## src/logic/sar_pkg.sv

```systemverilog
/*
 * shared constants and carrier types of the serial converter readout.
 * assumes a 125 MHz system clock sampling the serial pins.
 */
package sar_pkg;

  // resolution of the converter core
  localparam int unsigned DATA_BITS    = 8;
  // leading zero bit periods at frame start
  localparam int unsigned LEAD_ZEROS   = 3;
  // clock falling edge that ends a frame
  localparam int unsigned FRAME_FALLS  = 16;
  // falls needed before a rise is not an abort
  localparam int unsigned ABORT_FALLS  = 10;
  // fall at which the core is fully enabled
  localparam int unsigned WAKE_FALL    = 3;
  // width of the falling edge counter
  localparam int unsigned CNT_W        = 5;

  // idle levels of the two input pins
  localparam logic SEL_IDLE  = 1'b1;
  localparam logic SCLK_IDLE = 1'b1;

  // one-hot frame states
  typedef enum logic [2:0] {
    ST_DOWN    = 3'b001,
    ST_SAMPLE  = 3'b010,
    ST_CONVERT = 3'b100
  } sar_state_type;

  // serial data pin: level and output enable
  typedef struct packed {
    logic data;
    logic oe;
  } sar_pin_type;

endpackage

```

## src/logic/sar_pin_sync.sv

```systemverilog
/*
 * two-flop synchroniser with edge detection for one pin.
 * assumes the pin is asynchronous to i_clk.
 */
`timescale 1ns/10ps
module sar_pin_sync #(
  parameter logic RST_VAL = 1'b1
) (
  input  wire logic i_clk,
  input  wire logic i_rst_n,
  input  wire logic i_pin,
  output logic      o_level,
  output logic      o_fall,
  output logic      o_rise
);

  logic meta_q;  // first stage, read only by sync_q
  logic sync_q;  // second stage, safe level
  logic prev_q;  // delayed level for edges

  ////////////////////////////////////////////////////////////////////
  // synchroniser chain
  always_ff @(posedge i_clk or negedge i_rst_n) begin
    if (!i_rst_n) begin
      meta_q <= RST_VAL;
      sync_q <= RST_VAL;
      prev_q <= RST_VAL;
    end else begin
      meta_q <= i_pin;
      sync_q <= meta_q;
      prev_q <= sync_q;
    end
  end

  ////////////////////////////////////////////////////////////////////
  // edges from the safe stages only
  assign o_level = sync_q;
  assign o_fall  = prev_q & ~sync_q;
  assign o_rise  = ~prev_q & sync_q;

endmodule

```

## src/logic/sar_shifter.sv

```systemverilog
/*
 * result shift register, msb first, zeros shifted in behind.
 * assumes load and shift are never asserted together.
 */
`timescale 1ns/10ps
module sar_shifter #(
  parameter int unsigned W = 8
) (
  input  wire logic         i_clk,
  input  wire logic         i_rst_n,
  input  wire logic         i_load,
  input  wire logic         i_shift,
  input  wire logic [W-1:0] i_data,
  output logic              o_next_bit
);

  logic [W-1:0] sh_q;  // remaining result bits
  logic [W-1:0] sh_d;  // next contents

  ////////////////////////////////////////////////////////////////////
  // next contents and the bit that goes out with it
  assign sh_d = i_load  ? i_data :
                i_shift ? {sh_q[W-2:0], 1'b0} : sh_q;
  assign o_next_bit = sh_d[W-1];

  ////////////////////////////////////////////////////////////////////
  // register
  always_ff @(posedge i_clk or negedge i_rst_n) begin
    if (!i_rst_n) begin
      sh_q <= '0;
    end else begin
      sh_q <= sh_d;
    end
  end

endmodule

```

## src/logic/sar_readout.sv

```systemverilog
/*
 * conversion and readout control of a serial successive
 * approximation converter with automatic power-down.
 * assumes the select and serial clock pins are asynchronous to
 * I_CLK and slow enough for edge detection (sclk period >= 4 clk);
 * I_ANALOG_INPUT is the quantised front end value on I_CLK.
 */
// What this block does
// - conversion starts on select low plus clocks
// - result msb first during conversion, no latency
// - three zero bits precede the result
// - sixteenth fall releases data pin, ends cycle
// - each select low period is one frame
// - select fall wakes device from power-down
// - fully enabled from third clock fall
// - sixteenth fall flags end, powers down
// - select rise before ten falls aborts frame
// - sampling ends at third clock fall
// - conversion spans third to sixteenth clock fall
`timescale 1ns/10ps
module sar_readout
  import sar_pkg::*;
#(
  parameter int unsigned DATA_BITS = sar_pkg::DATA_BITS
) (
  input  wire logic                 I_CLK,
  input  wire logic                 I_RST_N,
  input  wire logic                 I_CONV_SELECT_N,
  input  wire logic                 I_SERIAL_CLOCK_IN,
  input  wire logic [DATA_BITS-1:0] I_ANALOG_INPUT,
  output sar_pkg::sar_pin_type      O_SERIAL_RESULT_OUT,
  output logic                      O_AWAKE,
  output logic                      O_FULL_ENABLE,
  output logic                      O_SAMPLING,
  output logic                      O_END_OF_CONV,
  output logic                      O_RESULT_VALID
);

  import sar_pkg::*;

  ////////////////////////////////////////////////////////////////////
  // constants at counter width
  localparam logic [CNT_W-1:0] C_WAKE  = CNT_W'(WAKE_FALL);
  localparam logic [CNT_W-1:0] C_LEAD  = CNT_W'(LEAD_ZEROS);
  localparam logic [CNT_W-1:0] C_ABORT = CNT_W'(ABORT_FALLS);
  localparam logic [CNT_W-1:0] C_FRAME = CNT_W'(FRAME_FALLS);
  localparam logic [CNT_W-1:0] C_DEND  = CNT_W'(LEAD_ZEROS + DATA_BITS);
  localparam logic [CNT_W-1:0] C_ONE   = CNT_W'(1);

  ////////////////////////////////////////////////////////////////////
  // declarations
  logic                 sel_lvl;      // synchronised select level
  logic                 sel_fall;     // select went low
  logic                 sel_rise;     // select went high
  logic                 sclk_fall;    // serial clock falling edge
  sar_state_type        st_q;         // frame state
  sar_state_type        st_d;
  logic [CNT_W-1:0]     cnt_q;        // falls seen in this frame
  logic [CNT_W-1:0]     cnt_d;
  logic [CNT_W-1:0]     cnt_inc;      // count after this fall
  sar_pin_type          pin_q;        // data pin register
  sar_pin_type          pin_d;
  logic                 awake_q;      // core powered
  logic                 awake_d;
  logic                 full_q;       // core fully enabled
  logic                 full_d;
  logic                 samp_q;       // track phase
  logic                 samp_d;
  logic                 eoc_q;        // end of conversion pulse
  logic                 eoc_d;
  logic                 poison_q;     // next frame carries no result
  logic                 poison_d;
  logic                 ok_q;         // current frame result valid
  logic                 ok_d;
  logic                 busy;         // inside a frame
  logic                 start;        // frame begins now
  logic                 hold_edge;    // third fall: sample held
  logic                 end_edge;     // sixteenth fall
  logic                 abort;        // early select rise
  logic                 early_end;    // late rise, frame cut short
  logic                 shift;        // move to next result bit
  logic                 next_bit;     // bit the shifter presents
  logic [DATA_BITS-1:0] load_val;     // sample, or zeros if poisoned

  ////////////////////////////////////////////////////////////////////
  // pin synchronisers
  sar_pin_sync #(
    .RST_VAL (SEL_IDLE)
  ) u_sel_sync (
    .i_clk   (I_CLK),
    .i_rst_n (I_RST_N),
    .i_pin   (I_CONV_SELECT_N),
    .o_level (sel_lvl),
    .o_fall  (sel_fall),
    .o_rise  (sel_rise)
  );

  sar_pin_sync #(
    .RST_VAL (SCLK_IDLE)
  ) u_sclk_sync (
    .i_clk   (I_CLK),
    .i_rst_n (I_RST_N),
    .i_pin   (I_SERIAL_CLOCK_IN),
    .o_level (),
    .o_fall  (sclk_fall),
    .o_rise  ()
  );

  ////////////////////////////////////////////////////////////////////
  // frame events
  assign busy    = (st_q != ST_DOWN);
  assign cnt_inc = cnt_q + C_ONE;
  assign start   = (st_q == ST_DOWN) && sel_fall;
  assign hold_edge = (st_q == ST_SAMPLE) && sclk_fall && !sel_rise
                     && (cnt_inc == C_WAKE);
  assign end_edge  = (st_q == ST_CONVERT) && sclk_fall && !sel_rise
                     && (cnt_inc == C_FRAME);
  assign abort     = busy && sel_rise && (cnt_q < C_ABORT);
  assign early_end = busy && sel_rise && (cnt_q >= C_ABORT);
  // next bit on every later fall but the sixteenth
  assign shift     = (st_q == ST_CONVERT) && sclk_fall && !sel_rise
                     && !end_edge;
  // poisoned frame loads zeros instead of the sample
  assign load_val  = ok_q ? I_ANALOG_INPUT : '0;

  ////////////////////////////////////////////////////////////////////
  // result shifter
  sar_shifter #(
    .W (DATA_BITS)
  ) u_shift (
    .i_clk      (I_CLK),
    .i_rst_n    (I_RST_N),
    .i_load     (hold_edge),
    .i_shift    (shift),
    .i_data     (load_val),
    .o_next_bit (next_bit)
  );

  ////////////////////////////////////////////////////////////////////
  // next state and counter
  always_comb begin
    st_d  = st_q;
    cnt_d = cnt_q;
    case (st_q)
      ST_DOWN: begin
        if (start) begin
          st_d  = ST_SAMPLE;
          cnt_d = '0;
        end
      end
      ST_SAMPLE: begin
        if (sel_rise) begin
          st_d = ST_DOWN;
        end else if (hold_edge) begin
          st_d  = ST_CONVERT;
          cnt_d = cnt_inc;
        end else if (sclk_fall) begin
          cnt_d = cnt_inc;
        end
      end
      ST_CONVERT: begin
        if (sel_rise || end_edge) begin
          st_d = ST_DOWN;
        end
        if (sclk_fall && !sel_rise) begin
          cnt_d = cnt_inc;
        end
      end
      default: begin
        st_d = ST_DOWN;
      end
    endcase
  end

  ////////////////////////////////////////////////////////////////////
  // data pin
  always_comb begin
    pin_d = pin_q;
    if (start) begin
      pin_d.oe   = 1'b1;
      pin_d.data = 1'b0;
    end else if (sel_rise || end_edge) begin
      pin_d.oe   = 1'b0;
      pin_d.data = 1'b0;
    end else if (hold_edge || shift) begin
      pin_d.data = next_bit;
    end else if ((st_q == ST_SAMPLE) && sclk_fall) begin
      pin_d.data = 1'b0;
    end
  end

  ////////////////////////////////////////////////////////////////////
  // power and phase flags
  // wake on start, sleep at end
  assign awake_d = start ? 1'b1 :
                   (end_edge || sel_rise) ? 1'b0 : awake_q;
  assign full_d  = hold_edge ? 1'b1 :
                   (end_edge || sel_rise) ? 1'b0 : full_q;
  // sampling from select fall to third fall
  assign samp_d  = start ? 1'b1 :
                   (hold_edge || sel_rise) ? 1'b0 : samp_q;
  assign eoc_d   = end_edge || early_end;
  // abort spoils the next frame, start consumes the flag
  assign poison_d = abort ? 1'b1 : start ? 1'b0 : poison_q;
  assign ok_d     = start ? !poison_q : (abort ? 1'b0 : ok_q);

  ////////////////////////////////////////////////////////////////////
  // state registers
  always_ff @(posedge I_CLK or negedge I_RST_N) begin
    if (!I_RST_N) begin
      st_q  <= ST_DOWN;
      cnt_q <= '0;
    end else begin
      st_q  <= st_d;
      cnt_q <= cnt_d;
    end
  end

  ////////////////////////////////////////////////////////////////////
  // output and flag registers
  always_ff @(posedge I_CLK or negedge I_RST_N) begin
    if (!I_RST_N) begin
      pin_q    <= '0;
      awake_q  <= 1'b0;
      full_q   <= 1'b0;
      samp_q   <= 1'b0;
      eoc_q    <= 1'b0;
      poison_q <= 1'b0;
      ok_q     <= 1'b0;
    end else begin
      pin_q    <= pin_d;
      awake_q  <= awake_d;
      full_q   <= full_d;
      samp_q   <= samp_d;
      eoc_q    <= eoc_d;
      poison_q <= poison_d;
      ok_q     <= ok_d;
    end
  end

  ////////////////////////////////////////////////////////////////////
  // outputs
  assign O_SERIAL_RESULT_OUT = pin_q;
  assign O_AWAKE             = awake_q;
  assign O_FULL_ENABLE       = full_q;
  assign O_SAMPLING          = samp_q;
  assign O_END_OF_CONV       = eoc_q;
  assign O_RESULT_VALID      = ok_q;
endmodule

```

## config.mk

```make
export PLATFORM = sky130hd
export DESIGN_NAME = sar_readout
export DESIGN_NICKNAME = d
export VERILOG_FILES = /design/src/logic/sar_pkg.sv /design/src/logic/sar_pin_sync.sv /design/src/logic/sar_shifter.sv /design/src/logic/sar_readout.sv
export SDC_FILE = /design/constraint.sdc
export NUM_CORES = 1
export LEC_CHECK = 0
export BUFFER_PORTS_ARGS = -buffer_cell sky130_fd_sc_hd__buf_2
export CORE_MARGIN = 3
export CORE_UTILIZATION = 50
export DETAILED_ROUTE_END_ITERATION = 7
export PLACE_DENSITY = 0.71
export REMOVE_ABC_BUFFERS = 1
export SYNTH_ARGS = -nofsm -noshare
export SYNTH_HDL_FRONTEND = slang
export SYNTH_SLANG_ARGS = --single-unit
```

## constraint.sdc

```tcl
create_clock -name I_CLK -period 2 [get_ports I_CLK]
set_input_delay 0.3 -clock I_CLK [delete_from_list [all_inputs] [get_ports I_CLK]]
set_output_delay 0.3 -clock I_CLK [all_outputs]
set_load 0.02 [all_outputs]
```

==> insert_results.sql <==
INSERT INTO impl_metrics (metric_group, metric, value, unit) VALUES
('outcome', 'outcome', 'completed', ''),
('finish', 'area.growth.synth_to_final', '13.3', '%'),
('route', 'drt-pass1-iter-count', '4', ''),
('yosys', 'synth_warnings', '0', ''),
('sta', 'worstMarginPinSlew', '600', 'ps'),
('critical_path', 'critPathCaptureType', 'flop', ''),
('sta', 'worst_hold_margin', '35.1', 'ps'),
('yosys', 'top_cells_by_area_in_the_synthesized_netlist', 'sky130_fd_sc_hd__dfrtp_1 38%, sky130_fd_sc_hd__dfstp_2 13%, sky130_fd_sc_hd__a21oi_1 5.4%', ''),
('yosys', 'synth_area', '0.00138', 'mm2'),
('yosys', 'synth-seq-area-share', '0.513', ''),
('route', 'drt_iter0_drc', '37', ''),
('clock_network', 'post-cts-setup-buffer-count', '0', ''),
('clock_network', 'clk_pin_slew_worst_paths', '160', 'ps'),
('clock_network', 'cts.path.max_buffers', '2', ''),
('route', 'routedWlPerCell', '14.3', 'um'),
('yosys', 'synth_ff_type', 'sky130_fd_sc_hd__dfrtp_1', ''),
('global_route', 'grt_antenna_before_repair', '0', ''),
('critical_path', 'cp_data_arrival_time', '2060', 'ps'),
('critical_path', 'cp_data_required_time', '2240', 'ps'),
('finish', 'num_antenna_cells', '0', ''),
('sta', 'unrepaired_setup_endpoints_after_global_routing', 'false', ''),
('place', 'dpl.hpwl', '1910', 'um'),
('yosys', 'total_of_flip_flops_plus_latches_after_synthesis', '28', ''),
('global_route', 'first_global_vias', '945', ''),
('finish', 'stdcell_count', '185', ''),
('worst_hold_path', 'hp-class', 'input port to flop', ''),
('place', 'placer_congestion_estimate', '0.831', ''),
('clock_network', 'number_of_buffers_created_by_cts', '3', ''),
('yosys', 'per_instance_average_area_after_synthesis', '10.2', 'um2'),
('sta', 'report.final.setup_viol', '0', ''),
('clock_network', 'clock_tree.root_cell', 'sky130_fd_sc_hd__clkbuf_4', ''),
('power', 'worst_ir_drop_vdd', '0.637', 'mV'),
('floorplanning', 'floorplan.core_area', '0.00254', 'mm2'),
('critical_path', 'startpoint_to_endpoint_class_of_the_critical_path', 'flop to flop', ''),
('place', 'port-buffer-count', '18', ''),
('clock_network', 'h-tree-depth', '1', ''),
('sta', 'maxSlewHeadroom', '0.600', ''),
('global_route', 'total_congestion_overflow_after_global_routing', '0', ''),
('floorplanning', 'die_height', '58.6', 'um'),
('place', 'numPlacedInstances', '180', ''),
('floorplanning', 'die_width', '58.6', 'um'),
('yosys', 'synth_async_sr_flop_share', '1.00', ''),
('finish', 'layout.cells.most_common', 'sky130_fd_sc_hd__dfrtp_1', ''),
('yosys', 'post_synth_inst_count', '135', ''),
('floorplanning', 'count_of_standard_cell_rows', '18', ''),
('sta', 'slew_viol_final', '0', ''),
('route', 'via_count', '1026', ''),
('clock_network', 'clock_insertion_delay_worst_skew', '340', 'ps'),
('sta', 'post-route-period-util', '0.907', ''),
('route', 'antenna_left', '0', ''),
('power', 'power_leakage', '0.717', 'nW'),
('finish', 'layout.nets', '171', ''),
('sta', 'report.final.hold_viol_count', '0', ''),
('critical_path', 'reg2reg_setup_slack', '190', 'ps'),
('place', 'placement_setup_slack', '204', 'ps'),
('finish', 'final_cell_mix', '21 x sky130_fd_sc_hd__dfrtp_1, 18 x sky130_fd_sc_hd__buf_2, 15 x sky130_fd_sc_hd__a21oi_1', ''),
('sta', 'skew', '7.30', 'ps'),
('yosys', 'synth_top_cell_area_share', '0.380', ''),
('finish', 'postLayoutCoreUtil', '0.616', ''),
('floorplanning', 'starting_density', '0.543', ''),
('yosys', 'synthDistinctLibCells', '40', ''),
('floorplanning', 'die_area', '0.00343', 'mm2'),
('sta', 'post-route-min-period', '1810', 'ps'),
('route', 'detail_route.vias_per_cell', '5.55', ''),
('critical_path', 'crit_fanout', '17', ''),
('sta', 'setup_ws', '186', 'ps'),
('run', 'max_cap_viol_count', '0', ''),
('power', 'power_density', '727', 'mW/mm2'),
('clock_network', 'sink_count', '28', ''),
('global_route', 'grt_start_max_net_pins', '29', ''),
('sta', 'totalNegativeSetupSlack', '0', 'ps'),
('critical_path', 'worst_setup_path_start_kind', 'flop', ''),
('floorplanning', 'pin_count', '19', ''),
('global_route', 'wire_length_of_the_first_global_routing_pass', '4550', 'um'),
('yosys', 'number_of_enable_flip_flop_cells_after_synthesis', '0', ''),
('route', 'drc', '0', ''),
('route', 'postRouteWirelength', '2650', 'um'),
('yosys', 'synth_top_cell_by_area', 'sky130_fd_sc_hd__dfrtp_1', ''),
('clock_network', 'cts_tree', 'built', ''),
('sta', 'maxClockFrequency', '551', 'MHz'),
('finish', 'drive_gt1_frac', '0.245', ''),
('global_route', 'global_route.usage.total', '0.175', '');
## cells by family after synthesis
group,after synthesis,synth area share
XOR/XNOR,2,0.0127
AND/OR/NAND/NOR,46,0.185
buffers and inverters,13,0.0507
flip-flops,28,0.513
multiplexers,7,0.0507
adder cells (fa/ha/maj),3,0.0272
AO/OA/AOI/OAI,36,0.161
## critical path, stage by stage, from the launching register on
cell and delay (ps):
sky130_fd_sc_hd__dfrtp_1 410, sky130_fd_sc_hd__ha_1 250, sky130_fd_sc_hd__and3_1 240, sky130_fd_sc_hd__xnor2_1 190
sky130_fd_sc_hd__nand4_1 190, sky130_fd_sc_hd__buf_4 240, sky130_fd_sc_hd__a21oi_1 150, sky130_fd_sc_hd__a21oi_1 60
## Yosys cell counts (2+ instances only)
library cell                n
sky130_fd_sc_hd__a21oi_1   15
sky130_fd_sc_hd__and3_1     2
sky130_fd_sc_hd__buf_2      5
sky130_fd_sc_hd__buf_4      2
sky130_fd_sc_hd__dfrtp_1   21
sky130_fd_sc_hd__dfstp_2    7
sky130_fd_sc_hd__ha_1       3
sky130_fd_sc_hd__inv_1      4
sky130_fd_sc_hd__mux2i_1    7
sky130_fd_sc_hd__nand2_1   12
sky130_fd_sc_hd__nand2b_1   7
sky130_fd_sc_hd__nand3_1    6
sky130_fd_sc_hd__nand3b_1   3
sky130_fd_sc_hd__nand4_1    2
sky130_fd_sc_hd__nor2_1     3
sky130_fd_sc_hd__nor2b_1    2
sky130_fd_sc_hd__nor3_1     2
sky130_fd_sc_hd__o21ai_0    9
sky130_fd_sc_hd__o31ai_1    2
## through the flow
stage,power (mW),area (um2)
after floorplan,0.706,1330
after global placement,0.764,1500
after detailed placement,0.770,1500
after CTS,1.15,1560
after global routing,1.19,1570
final,1.14,1570
## routing by layer
metal,GRT usage,routed length [um],vias to the layer above
met2,0.271,1210,20
met3,0.0263,93,5
met1,0.247,1310,482
li1,-,-,519
met5,0,0,-
met4,0.0680,44,0
## flip-flops by register name (all words and copies together), names as in the netlist
name	count
cnt_q	5
u_sel_sync.o_level	1
O_SERIAL_RESULT_OUT	2
u_sel_sync.meta_q	1
u_sel_sync.prev_q	1
u_sclk_sync.meta_q	1
O_RESULT_VALID	1
u_shift.sh_q	7
u_sclk_sync.o_level	1
poison_q	1
O_SAMPLING	1
O_END_OF_CONV	1
u_sclk_sync.prev_q	1
O_FULL_ENABLE	1
st_q	3
## power by group
group	internal, mW	switching [mW]	total, mW
logic	0.0486	0.0748	0.123
registers	0.602	0.0349	0.637
clock network	0.203	0.176	0.379
total	0.853	0.286	1.14
## worst paths after layout
path / startpoint / depth (start not counted) / to
min reg2reg: u_sclk_sync.meta_q / 0 / u_sclk_sync.o_level
max reg2reg: cnt_q[0] / 7 / u_shift.sh_q[5]
min in group asynchronous: I_RST_N / 2 / st_q[2]
min: I_CONV_SELECT_N / 1 / u_sel_sync.meta_q
max: cnt_q[0] / 7 / u_shift.sh_q[5]
max in group asynchronous: I_RST_N / 2 / O_SERIAL_RESULT_OUT[0]
## area by class of cell
type	instances	area, um2
well taps	30	37.5
clock buffers	3	22.5
repair buffers	25	145
flip-flops and latches	28	709
fillers	221	978
inverters	4	15.0
clock inverters	1	30.0
multi-input cells	94	607
## repair_timing
item / 4_1_cts / 5_1_grt
hold endpoints to repair: 21 / 0
endpoints found under the setup margin: 0 / 1
hold buffers: 1 / 0
resized for setup: 0 / 1
No activity file was read; power rests on OpenSTA's default activity.
